[src/core/hv_wake_map.vh]
// Constants for the high-voltage wake input logic: register offsets,
// field positions, reset values and timing figures.
// Assumes a 100 MHz system clock and a 32-bit AXI4-Lite register bus.
`ifndef HV_WAKE_MAP_VH
`define HV_WAKE_MAP_VH

// =============================================================
// Register byte offsets
`define OFS_WAKE_CONTROL 4'h0
`define OFS_PULL_CONFIG 4'h4
`define OFS_WAKE_STATUS_FIRST 4'h8
`define OFS_WAKE_STATUS_SECOND 4'hc
// Level status and mode/command register share the upper decode
`define OFS_LEVEL_STATUS 5'h10
`define OFS_MODE_CTRL 5'h14

// =============================================================
// Field positions
`define BIT_WAKE_EN 0
`define BIT_CYCLIC 1
`define BIT_GPIO_WAKE 2
`define BIT_MEASURE 3
`define BIT_ONLY_SOURCE 4
`define BIT_FAIL_TEST 5
`define BIT_CMD_FAIL 8
`define BIT_RESTART 9

// =============================================================
// Mode encodings (three bits)
`define MODE_NORMAL 3'h0
`define MODE_STOP 3'h1
`define MODE_SLEEP 3'h2
`define MODE_FAILSAFE 3'h3
`define MODE_INIT 3'h4
`define MODE_RESTART 3'h5

// =============================================================
// Reset values
`define RST_WAKE_CONTROL 6'h01
`define RST_PULL_CONFIG 2'h0
`define RST_MODE 3'h4

// =============================================================
// Timing: figures in ns, counts derived from the 10 ns clock period
`define CLK_PERIOD_NS 10
`define WAKE_FILTER_TIME_NS 16000
`define WAKE_FILTER_CYCLES (`WAKE_FILTER_TIME_NS / `CLK_PERIOD_NS)
`define INT_PULSE_TIME_NS 100000
`define INT_PULSE_CYCLES (`INT_PULSE_TIME_NS / `CLK_PERIOD_NS)

`endif

[src/core/hv_wake_input_logic.v]
// High-voltage wake input logic: edge filter, static/cyclic sense,
// wake flags, level status, pull selection, measurement gating and an
// AXI4-Lite register slave.
// Assumes the pin comparators are asynchronous and are synchronised here;
// the high-side switch on-time comes from timer logic on the same clock.
`timescale 1ns/1ps
`default_nettype none
`include "hv_wake_map.vh"

// Operation
// Both input edges count as wake events
// Interrupt in Normal/Stop, wake-up in Sleep/Fail-Safe
// Software selects static or cyclic sense
// Static sense filters input for 16 us
// Level must hold through filter window
// Software enable bit gates wake capability
// Pin wake sets flag in first status
// Live level readable in Normal/Stop/Init
// Cyclic sense reports last sampled level
// GPIO wake filtered, flagged in second status
// Pull select: none, pull-down, pull-up
// Select 1,1 follows input level automatically
// Cyclic: sample during switch on-time, compare
// Software sets GPIO as timer high-side switch
// Measurement disables fail output, GPIO, wake
// Measurement disables pulls, blocks wake signal
// Settings still stored while measurement enabled
// Measurement freezes status, level reads zero
// Sleep with only source: fail, Restart
// Interrupt drives low-active output for 100 us
// Filter is restartable counter to filter count
module hv_wake_input_logic #(
    parameter FILTER_CYCLES = `WAKE_FILTER_CYCLES, // Filter length in clocks
    parameter INT_CYCLES = `INT_PULSE_CYCLES // Interrupt pulse and gap in clocks
) (
    input wire mclk, // 100 MHz system clock
    input wire reset, // Synchronous reset, active high
    input wire hvWakePin, // Comparator output of the wake pin
    input wire gpioPin, // Comparator output of the GPIO pin
    input wire highSideSwitch, // Timer high-side switch on-time
    input wire [31:0] s_axi_awaddr, // Write address
    input wire s_axi_awvalid, // Write address valid
    output reg s_axi_awready, // Write address ready
    input wire [31:0] s_axi_wdata, // Write data
    input wire [3:0] s_axi_wstrb, // Write strobes
    input wire s_axi_wvalid, // Write data valid
    output reg s_axi_wready, // Write data ready
    output reg [1:0] s_axi_bresp, // Write response
    output reg s_axi_bvalid, // Write response valid
    input wire s_axi_bready, // Write response ready
    input wire [31:0] s_axi_araddr, // Read address
    input wire s_axi_arvalid, // Read address valid
    output reg s_axi_arready, // Read address ready
    output reg [31:0] s_axi_rdata, // Read data
    output reg [1:0] s_axi_rresp, // Read response
    output reg s_axi_rvalid, // Read data valid
    input wire s_axi_rready, // Read data ready
    output reg interruptOutN, // Interrupt output, active low
    output reg wakeUp, // Wake-up request in low-power modes
    output reg pullUpEn, // Pull-up current source on
    output reg pullDownEn, // Pull-down current source on
    output reg failOutputEn, // Fail output function available
    output reg gpioFuncEn, // GPIO function available
    output reg measureRoute // Measurement path to GPIO pin
);

    // =============================================================
    // Filter state machine codes
    localparam [1:0] F_IDLE = 2'b01;
    localparam [1:0] F_COUNT = 2'b10;

    // Decode: mode is one in which the interrupt is signalled
    function activeMode;
        input [2:0] m;
        begin
            activeMode = (m == `MODE_NORMAL) || (m == `MODE_STOP);
        end
    endfunction

    // =============================================================
    // Registers
    reg [5:0] wakeControlReg; // En, cyclic, gpio wake, measure, only, fail test
    reg [1:0] pullConfigReg;
    reg pinWakeEventFlag;
    reg gpioWakeEventFlag;
    reg inputLevelStatus;
    reg cmdFailFlag;
    reg [2:0] mode;
    reg [2:0] sync1;
    reg [2:0] sync2; // Pin, gpio, switch after two flops
    reg cycSample;
    reg cycValid;
    reg swPrev;
    reg [15:0] intCnt;
    reg intGap;
    reg awHeld;
    reg wHeld;
    reg [31:0] awAddr;
    reg [31:0] wData;
    reg [3:0] wStrb;

    wire measure = wakeControlReg[`BIT_MEASURE];
    wire cyclic = wakeControlReg[`BIT_CYCLIC];
    wire wakeOn = wakeControlReg[`BIT_WAKE_EN] & ~measure; // see R6 see R16
    wire gpioWakeOn = wakeControlReg[`BIT_GPIO_WAKE] & ~measure;
    wire [1:0] qual;
    wire pinEvent;
    wire gpioEvent;
    wire anyEvent;
    wire wrGo = (awHeld | s_axi_awvalid) & (wHeld | s_axi_wvalid) & ~s_axi_bvalid;
    wire [31:0] wrAddr = awHeld ? awAddr : s_axi_awaddr;
    wire [31:0] wrData = wHeld ? wData : s_axi_wdata;
    wire [3:0] wrStrb = wHeld ? wStrb : s_axi_wstrb;
    wire wrMapped = (wrAddr[31:5] == 27'h0) && (wrAddr[4:2] <= 3'h5);
    // Two-flop synchroniser for the asynchronous pin inputs
    always @(posedge mclk) begin
        if (reset) begin
            sync1 <= 3'h0;
            sync2 <= 3'h0;
        end else begin
            sync1 <= {highSideSwitch, gpioPin, hvWakePin};
            sync2 <= sync1;
        end
    end

    // =============================================================
    // Edge filters, one each for the wake pin and the GPIO pin; the switch input is not filtered
    // Restartable counter: any crossing restarts, full count qualifies
    genvar gi;
    generate
        for (gi = 0; gi < 2; gi = gi + 1) begin : filt
            reg [1:0] st;
            reg [15:0] cnt;
            reg q;
            reg stb; // Qualified level
            always @(posedge mclk) begin
                if (reset) begin
                    st <= F_IDLE;
                    cnt <= 16'h0;
                    stb <= 1'b0;
                    q <= 1'b0;
                end else begin
                    q <= 1'b0;
                    case (st)
                        F_IDLE: begin
                            if (sync2[gi] != stb) begin // see R1
                                st <= F_COUNT;
                                cnt <= 16'h1;
                            end
                        end
                        F_COUNT: begin
                            if (sync2[gi] == stb) begin // see R5
                                st <= F_IDLE;
                                cnt <= 16'h0;
                            end else if (cnt >= FILTER_CYCLES[15:0]) begin // see R4
                                st <= F_IDLE;
                                cnt <= 16'h0;
                                stb <= sync2[gi];
                                q <= 1'b1;
                            end else begin
                                cnt <= cnt + 16'h1;
                            end
                        end
                        default: begin
                            st <= F_IDLE;
                            cnt <= 16'h0;
                        end
                    endcase
                end
            end
            assign qual[gi] = q;
        end
    endgenerate

    // =============================================================
    // Cyclic sense: sample at end of switch on-time, compare with previous
    reg cycEvent;
    always @(posedge mclk) begin
        if (reset) begin
            swPrev <= 1'b0;
            cycSample <= 1'b0;
            cycValid <= 1'b0;
            cycEvent <= 1'b0;
        end else begin
            swPrev <= sync2[2];
            cycEvent <= 1'b0;
            if (!cyclic || measure) begin
                cycValid <= 1'b0;
            end else if (swPrev && !sync2[2]) begin // see R13
                cycSample <= sync2[0];
                cycValid <= 1'b1;
                cycEvent <= cycValid && (sync2[0] != cycSample);
            end
        end
    end

    // Static sense uses the filter, cyclic sense the sampler
    assign pinEvent = wakeOn & (cyclic ? cycEvent : qual[0]);
    assign gpioEvent = gpioWakeOn & qual[1];
    assign anyEvent = pinEvent | gpioEvent;

    // =============================================================
    // Interrupt pulse and minimum gap
    always @(posedge mclk) begin
        if (reset) begin
            interruptOutN <= 1'b1;
            intCnt <= 16'h0;
            intGap <= 1'b0;
        end else if (intCnt != 16'h0) begin
            intCnt <= intCnt - 16'h1;
            if (intCnt == 16'h1) begin
                if (!intGap) begin
                    interruptOutN <= 1'b1;
                    intGap <= 1'b1;
                    intCnt <= INT_CYCLES[15:0];
                end else begin
                    intGap <= 1'b0;
                end
            end
        end else if (anyEvent && activeMode(mode)) begin
            interruptOutN <= 1'b0;
            intCnt <= INT_CYCLES[15:0];
        end
    end

    // Wake-up in low-power modes
    always @(posedge mclk) begin
        if (reset) begin
            wakeUp <= 1'b0;
        end else begin
            wakeUp <= anyEvent &&
                ((mode == `MODE_SLEEP) || (mode == `MODE_FAILSAFE));
        end
    end

    // =============================================================
    // Pull sources and function gating
    always @(posedge mclk) begin
        if (reset) begin
            pullUpEn <= 1'b0;
            pullDownEn <= 1'b0;
            failOutputEn <= 1'b1;
            gpioFuncEn <= 1'b1;
            measureRoute <= 1'b0;
        end else begin
            pullUpEn <= ~measure & ((pullConfigReg == 2'h2) ||
                ((pullConfigReg == 2'h3) & sync2[0])); // see R11 see R12
            pullDownEn <= ~measure & ((pullConfigReg == 2'h1) ||
                ((pullConfigReg == 2'h3) & ~sync2[0])); // see R11 see R12
            failOutputEn <= ~measure;
            gpioFuncEn <= ~measure;
            measureRoute <= measure;
        end
    end

    // =============================================================
    // Status flags and level status; hardware set wins over clear
    wire clrFirst = wrGo && wrMapped && (wrAddr[4:0] == {1'b0, `OFS_WAKE_STATUS_FIRST}) && wrStrb[0];
    wire clrSecond = wrGo && wrMapped && (wrAddr[4:0] == {1'b0, `OFS_WAKE_STATUS_SECOND}) && wrStrb[0];
    always @(posedge mclk) begin
        if (reset) begin
            pinWakeEventFlag <= 1'b0;
            gpioWakeEventFlag <= 1'b0;
            inputLevelStatus <= 1'b0;
        end else begin
            if (pinEvent) begin
                pinWakeEventFlag <= 1'b1; // see R7
            end else if (clrFirst && wrData[0]) begin
                pinWakeEventFlag <= 1'b0;
            end
            if (gpioEvent) begin
                gpioWakeEventFlag <= 1'b1;
            end else if (clrSecond && wrData[0]) begin
                gpioWakeEventFlag <= 1'b0;
            end
            if (measure) begin
                inputLevelStatus <= 1'b0;
            end else if (cyclic) begin
                inputLevelStatus <= cycSample;
            end else if (activeMode(mode) || (mode == `MODE_INIT)) begin
                inputLevelStatus <= sync2[0];
            end
        end
    end

    // =============================================================
    // AXI4-Lite write channel and register writes
    always @(posedge mclk) begin
        if (reset) begin
            s_axi_awready <= 1'b1;
            s_axi_wready <= 1'b1;
            s_axi_bvalid <= 1'b0;
            s_axi_bresp <= 2'h0;
            awHeld <= 1'b0;
            wHeld <= 1'b0;
            awAddr <= 32'h0;
            wData <= 32'h0;
            wStrb <= 4'h0;
            wakeControlReg <= `RST_WAKE_CONTROL;
            pullConfigReg <= `RST_PULL_CONFIG;
            mode <= `RST_MODE;
            cmdFailFlag <= 1'b0;
        end else begin
            if (s_axi_awvalid && s_axi_awready) begin
                awHeld <= 1'b1;
                awAddr <= s_axi_awaddr;
                s_axi_awready <= 1'b0;
            end
            if (s_axi_wvalid && s_axi_wready) begin
                wHeld <= 1'b1;
                wData <= s_axi_wdata;
                wStrb <= s_axi_wstrb;
                s_axi_wready <= 1'b0;
            end
            if (awHeld && wHeld && !s_axi_bvalid) begin
                s_axi_bvalid <= 1'b1;
                s_axi_bresp <= wrMapped ? 2'h0 : 2'h2;
                awHeld <= 1'b0;
                wHeld <= 1'b0;
                if (wrMapped && wrStrb[0]) begin
                    // Settings stored even while measurement is on
                    if (wrAddr[4:0] == {1'b0, `OFS_WAKE_CONTROL}) begin
                        wakeControlReg <= wrData[5:0];
                    end
                    if (wrAddr[4:0] == {1'b0, `OFS_PULL_CONFIG}) begin
                        pullConfigReg <= wrData[1:0];
                    end
                    if (wrAddr[4:0] == `OFS_MODE_CTRL) begin
                        if ((wrData[2:0] == `MODE_SLEEP) && measure &&
                            wakeControlReg[`BIT_ONLY_SOURCE]) begin
                            mode <= `MODE_RESTART;
                            cmdFailFlag <= 1'b1;
                        end else begin
                            mode <= wrData[2:0];
                        end
                        if (wrData[`BIT_CMD_FAIL]) begin
                            cmdFailFlag <= 1'b0;
                        end
                    end
                end
            end
            if (s_axi_bvalid && s_axi_bready) begin
                s_axi_bvalid <= 1'b0;
                s_axi_awready <= 1'b1;
                s_axi_wready <= 1'b1;
            end
        end
    end

    // =============================================================
    // AXI4-Lite read channel
    always @(posedge mclk) begin
        if (reset) begin
            s_axi_arready <= 1'b1;
            s_axi_rvalid <= 1'b0;
            s_axi_rdata <= 32'h0;
            s_axi_rresp <= 2'h0;
        end else if (s_axi_arvalid && s_axi_arready) begin
            s_axi_arready <= 1'b0;
            s_axi_rvalid <= 1'b1;
            s_axi_rresp <= 2'h0;
            s_axi_rdata <= 32'h0;
            if (s_axi_araddr[31:5] != 27'h0) begin
                s_axi_rresp <= 2'h2;
            end else begin
                case (s_axi_araddr[4:0])
                    {1'b0, `OFS_WAKE_CONTROL}: s_axi_rdata <= {26'h0, wakeControlReg};
                    {1'b0, `OFS_PULL_CONFIG}: s_axi_rdata <= {30'h0, pullConfigReg};
                    {1'b0, `OFS_WAKE_STATUS_FIRST}: s_axi_rdata <= {31'h0, pinWakeEventFlag};
                    {1'b0, `OFS_WAKE_STATUS_SECOND}: s_axi_rdata <= {31'h0, gpioWakeEventFlag};
                    `OFS_LEVEL_STATUS: s_axi_rdata <= {31'h0, inputLevelStatus};
                    `OFS_MODE_CTRL: s_axi_rdata <= {23'h0, cmdFailFlag, 5'h0, mode};
                    default: s_axi_rresp <= 2'h2;
                endcase
            end
        end else if (s_axi_rvalid && s_axi_rready) begin
            s_axi_rvalid <= 1'b0;
            s_axi_arready <= 1'b1;
        end
    end

endmodule
`default_nettype wire

[config.mk]
export PLATFORM = sky130hd
export DESIGN_NAME = hv_wake_input_logic
export DESIGN_NICKNAME = d
export VERILOG_FILES = /design/src/core/hv_wake_input_logic.v
export VERILOG_INCLUDE_DIRS = /design/src /design/src/core
export SDC_FILE = /design/constraint.sdc
export NUM_CORES = 1
export LEC_CHECK = 0
export BUFFER_PORTS_ARGS = -buffer_cell sky130_fd_sc_hd__buf_2
export CORE_UTILIZATION = 54
export DETAILED_ROUTE_END_ITERATION = 10
export MAX_ROUTING_LAYER = met4
export PLACE_DENSITY = 0.91
export SLEW_MARGIN = 15
export SYNTH_ARGS = -nofsm -noshare
export SYNTH_HDL_FRONTEND = slang
export SYNTH_SLANG_ARGS = --single-unit
[constraint.sdc]
create_clock -name mclk -period 2.02 [get_ports mclk]
set_input_delay 0.101 -clock mclk [delete_from_list [all_inputs] [get_ports mclk]]
set_output_delay 0.101 -clock mclk [all_outputs]
set_load 0.01 [all_outputs]
==> metrics.txt <==
DIE HEIGHT=112 um; Leak=3.51 nW; Peak VDD IR=677 uV; drt initial violations=648; clock buffer count from CTS=17; share of cells above drive strength 1=0.213; setup ws final=-114 ps; post-layout util=0.729; Distinct cells, synth=70; setup repair after global routing missed its margin=true; Area Overhead vs Synth=29.6%; Filler Cells Inserted=762; register area=2890 um^2; first-pass GRT wire length=27,700 um; CP max-delay cell=dlygate4sd3_1; Tmin final=2130 ps; vias in the first global route=5,947; post-route antenna net violation count=0; max frequency=0.468 GHz; Max-Cap Viols=0; clock buffer depth=2; smallest hold slack=19.0 ps; register area share after synthesis=0.441; initial antenna violation count=1; fin crit share=1.06; Routed WL per cell=16.9 um; FP Rows=39; Post-synth ARST share=0; drt via density=5.95; Post-Route Skew=12.8 ps; DIE AREA=12,500 um^2; placer's final routability congestion estimate=0.861; Worst Hold Path EP=s_axi_rdata[8]; core region area=11,600 um^2; Tightest Pin Transition=626 ps; setup slack, reg-to-reg=-100 ps; Worst-Skew Late Latency=430 ps; Overall Global Routing Usage=0.287; pre-CTS setup slack=-33.1 ps; worst hold start=s_axi_araddr[2]; Worst Hold Class=primary input to register; reg2reg start=awAddr[5]; CP Buf/Inv Count=5; Required @ worst endpoint=2320 ps; DRC=10; outcome=finished, violations left; Port Buffers=102; Slew headroom=0.582; Hold Path Depth=3; critical path arrival=2440 ps; number of synthesized flops with an enable pin=0; final hold vios=0; Multi-input gate area=3420 um^2; Synth Register Bits=144; clock root buffer=clkbuf_16; dpl hpwl=10,300 um; top cells by area, synth=dfxtp_1 44%, nand2_1 6.5%, a21oi_1 6.0%, nor2_1 4.1%, buf_4 3.2%; Die X=112 um; H-tree depth=4; Clock Pin Slew Worst Setup and Hold Paths=70 ps; Congestion Overflow GR=0; Main synth FF type=dfxtp_1; # setup viols final=7; Synth Instances=775; Via Count=6,550; mapped cell area=6530 um^2; Initial Util=0.562; final net count=1,064; failing checks=DRC, setup timing; most frequent CP cell=buf_4; final WL=18,600 um; largest area contributor in the netlist=dfxtp_1; # clock sinks=144; Worst Setup Path Type=primary input to register; CTS tree=done; drt pass-1 iters=11; synthesized area per cell=8.43 um^2; largest net degree at the start of global routing=47; final total power=8.63 mW; Slew Viols, Final=0; PwrDens=1020 nW/um^2; CP Max Fanout=8; family with the most delay on the worst path=buffers and inverters; num ports=158; Yosys top cell area share=0.441; worst r2r dst=wakeControlReg[0]; CP cell instances=dlygate4sd3_1 > buf_2 > nor4_1 > nand4_1 > a222oi_1 > buf_4 > buf_4 > buf_4 > and3_1 > o21ai_0; r2r worst-path depth=8; element type at the critical path start=primary input; yosys warns=0; crit end category=register; CP peak stage delay=530 ps
-- per-layer routing --
layer / up-vias / GRT usage / wire length [um]
met3: 114 / 0.0713 / 1600
met1: 2992 / 0.329 / 7120
met4: 0 / 0.141 / 937
li1: 3023 / - / -
met2: 421 / 0.469 / 8900
met5: - / - / 0
-- registers in the layout, summed over array words and instances (netlist names), 2 cells and up --
register	cells
filt.q	2
mode	3
wData	7
pullConfigReg	2
filt.stb	2
intCnt	16
sync1	3
filt.st	4
s_axi_rdata	7
filt.cnt	32
wakeControlReg	6
awAddr	32
sync2	3
-- cell usage in the layout, fill, tap and decap left out, drive strengths merged, types with 5 or more instances in the layout --
cell,Yosys,final
dfxtp,144,144
buf,36,138
nand2,113,113
a21oi,78,78
nor2,71,71
dlygate4sd3,0,49
conb,1,27
nand3,23,23
nor3,22,22
nor4,22,22
inv,21,21
clkbuf,27,18
xnor2,17,17
mux2i,15,15
o21ai,15,15
nand4,14,14
nor2b,13,13
xor2,12,12
and3,10,10
ha,10,10
clkinv,1,9
and2,8,8
mux2,7,7
a31oi,7,7
a32oi,6,6
nand3b,5,5
nand2b,5,5
a311oi,5,5
nor4b,5,5
a2111oi,5,5
-- synthesized netlist by cell type, drive strengths merged (12+ instances only) --
cell and count:
dfxtp 144, nand2 113, a21oi 78, nor2 71, buf 36, clkbuf 27, nand3 23, nor3 22
nor4 22, inv 21, xnor2 17, mux2i 15, o21ai 15, nand4 14, nor2b 13, xor2 12
-- kinds of logic after synthesis --
logic type	synth area share
AND/OR/NAND/NOR	0.255
AO/OA/AOI/OAI	0.144
flip-flops	0.441
buffers and inverters	0.0659
XOR/XNOR	0.0389
multiplexers	0.0351
adder cells (fa/ha/maj)	0.0192
other	0.000574
-- how the worst max path moves through the flow --
stage | endpoint | slack (ps) | from | cells past startpoint
2_1_floorplan | intCnt[9] | 150 | intCnt[6] | 5
3_3_place_gp | pullConfigReg[0] | 50 | awHeld | 6
3_5_place_dp | pullConfigReg[0] | -30 | awHeld | 6
4_1_cts | pullConfigReg[0] | 5 | awHeld | 6
5_1_grt | cmdFailFlag | -170 | awHeld | 6
6_report | wakeControlReg[0] | -110 | s_axi_awaddr[8] | 10
-- worst reg2reg max path: stages, from the launching register on --
cell and delay [ps]:
dfxtp_1 330, nor4_2 310, nand4_1 210, a222oi_1 360
buf_4 200, buf_4 180, buf_4 150, and3_1 160
o21ai_0 110
-- power breakdown --
part | switching [mW] | total [mW] | internal (mW)
Sequential | 0.210 | 3.27 | 3.06
Clock | 1.24 | 3.33 | 2.09
Combinational | 1.11 | 2.03 | 0.925
Total | 2.55 | 8.63 | 6.08
-- cell type report --
type / count / share of cell area
Inverter: 22 / 0.00976
Timing Repair Buffer: 187 / 0.150
Antenna cell: 1 / 0.000296
Clock buffer: 18 / 0.0519
Sequential cell: 144 / 0.341
Tap cell: 143 / 0.0211
Multi-Input combinational cell: 572 / 0.404
Clock inverter: 14 / 0.0225
-- per-stage QoR --
stage                     instances  TNS [ps]  area [um^2]
after global placement         1009         0         7170
after floorplan                 801         0         6630
after detailed placement       1009     -65.6         7170
after global routing           1101     -1490         8460
after CTS                      1090         0         8300
final                          1101      -389         8460
-- timing repair --
item,CTS,global route
gates resized for setup,3,17
pin swaps,1,4
hold buffers,49,0
setup endpoints to repair,24,42
buffers inserted,0,9
cloned,0,1
endpoints found under the hold margin,49,0
Note: power is estimated with default switching activity, not from simulation.
